--- src/shared/psram_host_map.svh ---
`ifndef PSRAM_HOST_MAP_SVH
`define PSRAM_HOST_MAP_SVH

// array shape: 256K locations of one byte
`define PSRAM_ADDR_W 18
`define PSRAM_DATA_W 8
`define PSRAM_DEPTH 262144

// clock and pin timing
`define CLK_PERIOD_NS 8
`define T_RC_NS 70
`define T_ACE_NS 70
`define T_WC_NS 70
`define T_SCE_NS 55
`define T_PWE_NS 55
`define T_SD_NS 25

// least times round up to whole cycles
`define NS_TO_CYC(t) (((t) + `CLK_PERIOD_NS - 1) / `CLK_PERIOD_NS)
`define T_RC_CYC `NS_TO_CYC(`T_RC_NS)
`define T_ACE_CYC `NS_TO_CYC(`T_ACE_NS)
`define T_WC_CYC `NS_TO_CYC(`T_WC_NS)
`define T_WR_CYC `NS_TO_CYC(`T_PWE_NS)

`define TIMER_W 8

`endif

--- src/shared/psram_host_pkg.sv ---
`include "psram_host_map.svh"

package psram_host_pkg;

    typedef enum logic [2:0] {
        ST_IDLE = 3'b000,
        ST_SETUP = 3'b001,
        ST_RD_ACT = 3'b010,
        ST_WR_ACT = 3'b011,
        ST_WR_END = 3'b100,
        ST_RECOVER = 3'b101
    } host_state_type;

    typedef struct packed {
        host_state_type state;
        logic is_write;
        logic ce_n;
        logic oe_n;
        logic we_n;
        logic dq_oe_n;
        logic [`PSRAM_ADDR_W-1:0] addr;
        logic [`PSRAM_DATA_W-1:0] dq_o;
        logic [`PSRAM_DATA_W-1:0] rdata;
        logic rvalid;
        logic wdone;
    } host_regs_type;

    typedef struct packed {
        logic [`TIMER_W-1:0] cnt;
    } timer_regs_type;

endpackage

--- src/shared/cycle_timer_if.sv ---
`timescale 1ns/1ns
`default_nettype none
`include "psram_host_map.svh"

interface cycle_timer_if;
    logic load;
    logic [`TIMER_W-1:0] value;
    logic done;

    modport ctl (output load, output value, input done);
    modport tmr (input load, input value, output done);
endinterface

`default_nettype wire

--- src/hw/cycle_timer.sv ---
`timescale 1ns/1ns
`default_nettype none
`include "psram_host_map.svh"

// done is high in the Nth cycle after a load of N (N at least one)
module cycle_timer
    import psram_host_pkg::*;
(
    input wire logic clk,
    input wire logic rstn,
    cycle_timer_if.tmr tif
);

    timer_regs_type r_q;
    timer_regs_type r_d;

    always_comb begin
        r_d = r_q;
        if (tif.load) begin
            r_d.cnt = tif.value;
        end else if (r_q.cnt != '0) begin
            r_d.cnt = r_q.cnt - `TIMER_W'(1);
        end
    end

    assign tif.done = (r_q.cnt == `TIMER_W'(1));

    always_ff @(posedge clk or negedge rstn) begin
        if (!rstn) begin
            r_q <= '0;
        end else begin
            r_q <= r_d;
        end
    end

endmodule // cycle_timer

`default_nettype wire

--- src/hw/psram_host.sv ---
`timescale 1ns/1ns
`default_nettype none
`include "psram_host_map.svh"

// Notes on behaviour
// - write spans only the overlap of select and write strobe
// - host holds write data across whichever edge ends the write
// - host starts reads with select, address stable before select falls
// - slower grade needs address settled 10 ns into the read cycle
// - long runs of short address changes need full reads or long deselect
// - host never drives data while device may drive with output enable low
module psram_host
    import psram_host_pkg::*;
#(
    parameter int RD_ACCESS_CYC = `T_ACE_CYC,
    parameter int RD_CYCLE_CYC = `T_RC_CYC,
    parameter int WR_PULSE_CYC = `T_WR_CYC,
    parameter int WR_CYCLE_CYC = `T_WC_CYC
) (
    input wire logic clk,
    input wire logic rstn,
    input wire logic req,
    input wire logic req_write,
    input wire logic [`PSRAM_ADDR_W-1:0] req_addr,
    input wire logic [`PSRAM_DATA_W-1:0] req_wdata,
    output logic ready,
    output logic [`PSRAM_DATA_W-1:0] rdata,
    output logic rvalid,
    output logic wdone,
    output logic mem_ce_n,
    output logic mem_oe_n,
    output logic mem_we_n,
    output logic [`PSRAM_ADDR_W-1:0] mem_addr,
    output logic [`PSRAM_DATA_W-1:0] mem_dq_o,
    output logic mem_dq_oe_n,
    input wire logic [`PSRAM_DATA_W-1:0] mem_dq_i
);

    // cycles left after the active phase and the write hold cycle; setup cycles add margin
    localparam int RD_REST = RD_CYCLE_CYC - RD_ACCESS_CYC;
    localparam int WR_REST = WR_CYCLE_CYC - WR_PULSE_CYC - 1;
    localparam int RD_REC = (RD_REST < 1) ? 1 : RD_REST;
    localparam int WR_REC = (WR_REST < 1) ? 1 : WR_REST;

    // largest count the timer can hold
    localparam int TMR_MAX = (1 << `TIMER_W) - 1;

    // loads stay inside the timer and never reach zero, so no phase hangs
    function automatic logic [`TIMER_W-1:0] fit_count(input int n);
        logic [`TIMER_W-1:0] v;
        if (n < 1) begin
            v = `TIMER_W'(1);
        end else if (n > TMR_MAX) begin
            v = `TIMER_W'(TMR_MAX);
        end else begin
            v = `TIMER_W'(n);
        end
        return v;
    endfunction

    // timer load for each phase
    localparam logic [`TIMER_W-1:0] RD_ACT_LD = fit_count(RD_ACCESS_CYC);
    localparam logic [`TIMER_W-1:0] WR_ACT_LD = fit_count(WR_PULSE_CYC);
    localparam logic [`TIMER_W-1:0] RD_REC_LD = fit_count(RD_REC);
    localparam logic [`TIMER_W-1:0] WR_REC_LD = fit_count(WR_REC);

    host_regs_type r_q;
    host_regs_type r_d;
    cycle_timer_if tif ();

    cycle_timer u_timer (
        .clk(clk),
        .rstn(rstn),
        .tif(tif)
    );

    always_comb begin
        r_d = r_q;
        r_d.rvalid = 1'b0;
        r_d.wdone = 1'b0;
        tif.load = 1'b0;
        tif.value = '0;
        ready = 1'b0;
        case (r_q.state)
            ST_IDLE: begin
                ready = 1'b1;
                if (req) begin
                    // address set while still deselected
                    r_d.addr = req_addr;
                    r_d.is_write = req_write;
                    if (req_write) begin
                        // driven from the start for a long setup to the end
                        r_d.dq_o = req_wdata;
                        r_d.dq_oe_n = 1'b0;
                    end
                    r_d.state = ST_SETUP;
                end
            end
            ST_SETUP: begin
                r_d.ce_n = 1'b0;
                if (r_q.is_write) begin
                    // output enable stays high in writes
                    r_d.we_n = 1'b0;
                    tif.value = WR_ACT_LD;
                    r_d.state = ST_WR_ACT;
                end else begin
                    // select and output enable fall together, address stable
                    r_d.oe_n = 1'b0;
                    tif.value = RD_ACT_LD;
                    r_d.state = ST_RD_ACT;
                end
                tif.load = 1'b1;
            end
            ST_RD_ACT: begin
                if (tif.done) begin
                    // sampled in the last access cycle, data settled by then
                    r_d.rdata = mem_dq_i;
                    r_d.rvalid = 1'b1;
                    r_d.ce_n = 1'b1;
                    r_d.oe_n = 1'b1;
                    tif.load = 1'b1;
                    tif.value = RD_REC_LD;
                    r_d.state = ST_RECOVER;
                end
            end
            ST_WR_ACT: begin
                if (tif.done) begin
                    // both strobes end the write together
                    r_d.we_n = 1'b1;
                    r_d.ce_n = 1'b1;
                    r_d.state = ST_WR_END;
                end
            end
            ST_WR_END: begin
                // data held one cycle past the ending edge
                r_d.dq_oe_n = 1'b1;
                r_d.wdone = 1'b1;
                tif.load = 1'b1;
                tif.value = WR_REC_LD;
                r_d.state = ST_RECOVER;
            end
            ST_RECOVER: begin
                // deselected cycles make up the rest of the cycle time
                if (tif.done) begin
                    r_d.state = ST_IDLE;
                end
            end
            default: begin
                r_d.state = ST_IDLE;
                r_d.ce_n = 1'b1;
                r_d.oe_n = 1'b1;
                r_d.we_n = 1'b1;
                r_d.dq_oe_n = 1'b1;
                r_d.is_write = 1'b0;
            end
        endcase
        // interlocks on the next pin state, whatever the branch chose
        if (r_d.ce_n) begin
            // a strobe without select starts nothing; drop both with it
            r_d.we_n = 1'b1;
            r_d.oe_n = 1'b1;
        end
        if (!r_d.we_n) begin
            // output enable stays high across the whole write
            r_d.oe_n = 1'b1;
        end
        if (!r_d.oe_n) begin
            // device may drive the pins, so the host driver stays off
            r_d.dq_oe_n = 1'b1;
        end
        if (!r_q.ce_n) begin
            // address frozen for the whole selected phase
            r_d.addr = r_q.addr;
        end
        if (!r_q.we_n) begin
            // write data frozen while the strobe is low
            r_d.dq_o = r_q.dq_o;
        end
    end

    always_ff @(posedge clk or negedge rstn) begin
        if (!rstn) begin
            r_q.state <= ST_IDLE;
            r_q.is_write <= 1'b0;
            r_q.ce_n <= 1'b1;
            r_q.oe_n <= 1'b1;
            r_q.we_n <= 1'b1;
            r_q.dq_oe_n <= 1'b1;
            r_q.addr <= '0;
            r_q.dq_o <= '0;
            r_q.rdata <= '0;
            r_q.rvalid <= 1'b0;
            r_q.wdone <= 1'b0;
        end else begin
            r_q <= r_d;
        end
    end

    // user side
    assign rdata = r_q.rdata;
    assign rvalid = r_q.rvalid;
    assign wdone = r_q.wdone;

    // memory pins, all straight from flip-flops
    assign mem_ce_n = r_q.ce_n;
    assign mem_oe_n = r_q.oe_n;
    assign mem_we_n = r_q.we_n;
    assign mem_addr = r_q.addr;
    assign mem_dq_o = r_q.dq_o;
    assign mem_dq_oe_n = r_q.dq_oe_n;

endmodule // psram_host

`default_nettype wire

--- config.mk ---
export PLATFORM = sky130hd
export DESIGN_NAME = psram_host
export DESIGN_NICKNAME = d
export VERILOG_FILES = /design/src/shared/psram_host_pkg.sv /design/src/shared/cycle_timer_if.sv /design/src/hw/cycle_timer.sv /design/src/hw/psram_host.sv
export VERILOG_INCLUDE_DIRS = /design/src /design/src/shared
export SDC_FILE = /design/constraint.sdc
export NUM_CORES = 1
export LEC_CHECK = 0
export ABC_AREA = 1
export BUFFER_PORTS_ARGS = -buffer_cell sky130_fd_sc_hd__buf_2
export CORE_MARGIN = 2
export CORE_UTILIZATION = 55
export CTS_BUF_LIST = sky130_fd_sc_hd__clkbuf_16
export CTS_CLUSTER_DIAMETER = 120
export DETAILED_ROUTE_END_ITERATION = 6
export GPL_TIMING_DRIVEN = 0
export PLACE_DENSITY_LB_ADDON = 0.08
export SLEW_MARGIN = 0
export SYNTH_ARGS = -nofsm -noshare
export SYNTH_HDL_FRONTEND = slang
export SYNTH_SLANG_ARGS = --single-unit
--- constraint.sdc ---
create_clock -name clk -period 3.1 [get_ports clk]
set_clock_uncertainty 0.2 [all_clocks]
set_input_delay 0 -clock clk [delete_from_list [all_inputs] [get_ports clk]]
set_output_delay 0 -clock clk [all_outputs]
set_load 0.1 [all_outputs]
==> flow_metrics.tcl <==
set metrics [dict create \
    clock-sinks 52 \
    first_pass_iters 4 \
    core_area_mm2 0.004692 \
    yosysUniqueCellTypes 27 \
    period_minus_slack_ns 2.190 \
    hold_class "in -> reg" \
    start_util_pct 56.72 \
    multi_input_area_um2 865.8 \
    layout_common_cells "87 x nand2_1, 82 x buf_2, 48 x dlygate4sd3_1, 48 x dfrtp_1, 47 x inv_1" \
    outcome "complete, no violations" \
    place_congestion 0.8107 \
    critical_path_class "reg -> reg" \
    crit_path_max_fanout 10 \
    synth_seq_area_share_pct 49.08 \
    die_x_um 73.56 \
    die_h_um 73.56 \
    dieArea_mm2 0.005411 \
    antenna_found_initial 0 \
    maxSlewHeadroom_pct 25.52 \
    grt_max_degree 53 \
    vias 2503 \
    endpoint_kind "flip-flop" \
    drv_slew 0 \
    mostFrequentLayoutCell "nand2_1" \
    numPortBuffers 78 \
    synthToLayoutAreaGrowth_pct 42.22 \
    layout-drive-gt1-share_pct 32.60 \
    hold_viol 0 \
    avgRoutedWirePerCell_um 12.82 \
    required_ns 3.12 \
    fillers 303 \
    rsz0062_at_grt "false" \
    antenna_left 0 \
    syn_inst 324 \
    cts_resized 0 \
    syn_area_mm2 0.002661 \
    synth_warnings 0 \
    max_freq_mhz 456.7 \
    grt_pass1_vias 2408 \
    crit_arrival_ns 2.21 \
    synth-seq-cells 52 \
    diodes 0 \
    max_cap_viol_count 0 \
    tightest_slew_ns 1.117 \
    syn_area_per_cell_um2 8.214 \
    cts_max_level 2 \
    clk_pin_slew_ns 0.06 \
    drt_wl_total_um 6551 \
    via_per_inst 4.898 \
    post-route-period-util_pct 70.63 \
    gr-usage-all-layers_pct 25.47 \
    synth_nets 366 \
    num_io_pins 79 \
    cts_buffers 5 \
    grt_pass1_wl_um 10540 \
    register_area_mm2 0.001306 \
    setup-tns-final_ns 0 \
    start_kind "flip-flop" \
    tritoncts "yes" \
    cts-root-buf "clkbuf_16" \
    hpwl_um 3769 \
    grt_overflow_total 0 \
    nets 499 \
    clock_path_buffers 2 \
    drc 0 \
    setup_viol 0 \
    detail_route.iter0.violations 172 \
    fp-row-count 25 \
    clock_latency_ns 0.28 \
    fin_util_pct 80.67 \
]
==> worst max-delay path, stage by stage, from the launching register on <==
cell and delay, ns:
dfrtp_1 0.48, nor2_2 0.15, nand2_2 0.12, inv_2 0.09
nand3_4 0.12, buf_2 0.21, o21ai_0 0.17, dlygate4sd3_1 0.59
==> flip-flops by register name, summed over array words and instances (netlist names) <==
register,flops
mem_dq_oe_n,1
r_q,4
mem_addr,18
wdone,1
mem_oe_n,1
u_timer.r_q,8
mem_dq_o,8
rdata,8
mem_ce_n,1
rvalid,1
mem_we_n,1
==> final timing paths <==
path / slack [ns] / depth (start not counted) / startpoint / endpoint
min: 0.25 / 4 / mem_dq_i[7] / rdata[7]
max reg2reg: 0.91 / 7 / r_q[42] / mem_addr[4]
max: 0.91 / 7 / r_q[42] / mem_addr[4]
min reg2reg: 0.29 / 2 / rdata[0] / rdata[0]
max in group asynchronous: 1.74 / 2 / rstn / mem_addr[15]
min in group asynchronous: 0.27 / 2 / rstn / u_timer.r_q[5]
==> area by class of cell <==
class | count | share of cell area, %
Buffer | 39 | 7.570
Multi-Input combinational cell | 179 | 22.88
Sequential cell | 52 | 34.51
Clock buffer | 5 | 3.306
Tap cell | 54 | 1.785
Timing Repair Buffer | 126 | 23.01
Clock inverter | 2 | 1.587
Inverter | 54 | 5.355
==> cells in the mapped netlist <==
cell type,count,area (µm²)
a21oi_1,5,25.02
a22oi_1,1,7.510
buf_2,4,20.02
buf_4,34,255.2
buf_6,1,11.26
dfrtp_1,48,1201
dfstp_2,4,105.1
ha_1,4,50.05
inv_1,47,176.4
inv_2,7,26.28
nand2_1,87,326.6
nand2_2,5,31.28
nand3_1,9,45.04
nand3_2,2,20.02
nand3_4,1,17.52
nand4_1,3,18.77
nor2_1,13,48.80
nor2_2,5,31.28
nor3_1,1,5.000
nor3_4,1,16.27
o21ai_0,32,160.2
o21ai_1,5,25.02
o31ai_1,1,7.510
or2_0,1,6.260
or2_1,1,6.260
xnor2_1,1,8.760
xor2_1,1,8.760
==> cell families (layout without fill, tap and decap cells) <==
| group | count (synthesis) | count (layout) | synth area share [%] |
|---|---|---|---|
| AOI/OAI and AO/OA | 44 | 44 | 8.462 |
| xor gates and xnor gates | 2 | 2 | 0.6583 |
| adders and majority gates | 4 | 4 | 1.881 |
| buffers and inverters | 93 | 226 | 18.38 |
| DFF | 52 | 52 | 49.08 |
| and+or+nand+nor | 129 | 129 | 21.53 |
==> metal layers <==
layer  GRT usage (%)  part of all wire, %
met5               0                    0
met4           10.51                  2.8
met3           6.447                  5.6
met2           42.06                   50
met1           31.83                   41
==> through the flow <==
step	instance area (µm²)	cells	hold WS, ns	setup WS (ns)
2_1_floorplan	2661	324	-0.4956	1.219
3_5_place_dp	3119	456	-0.003155	1.411
3_3_place_gp	3119	456	-0.006139	1.435
6_report	3785	511	0.2482	0.9104
4_1_cts	3785	511	0.2361	0.9745
5_1_grt	3785	511	0.2445	0.7722
==> timing repair <==
item,CTS,global route
setup buffers,0,0
endpoints found under the hold margin,85,0
hold buffers,48,0
Power is left out: the tool's default activity adds up to more than one toggle a clock period on the data nets, which glitch-free logic cannot reach.
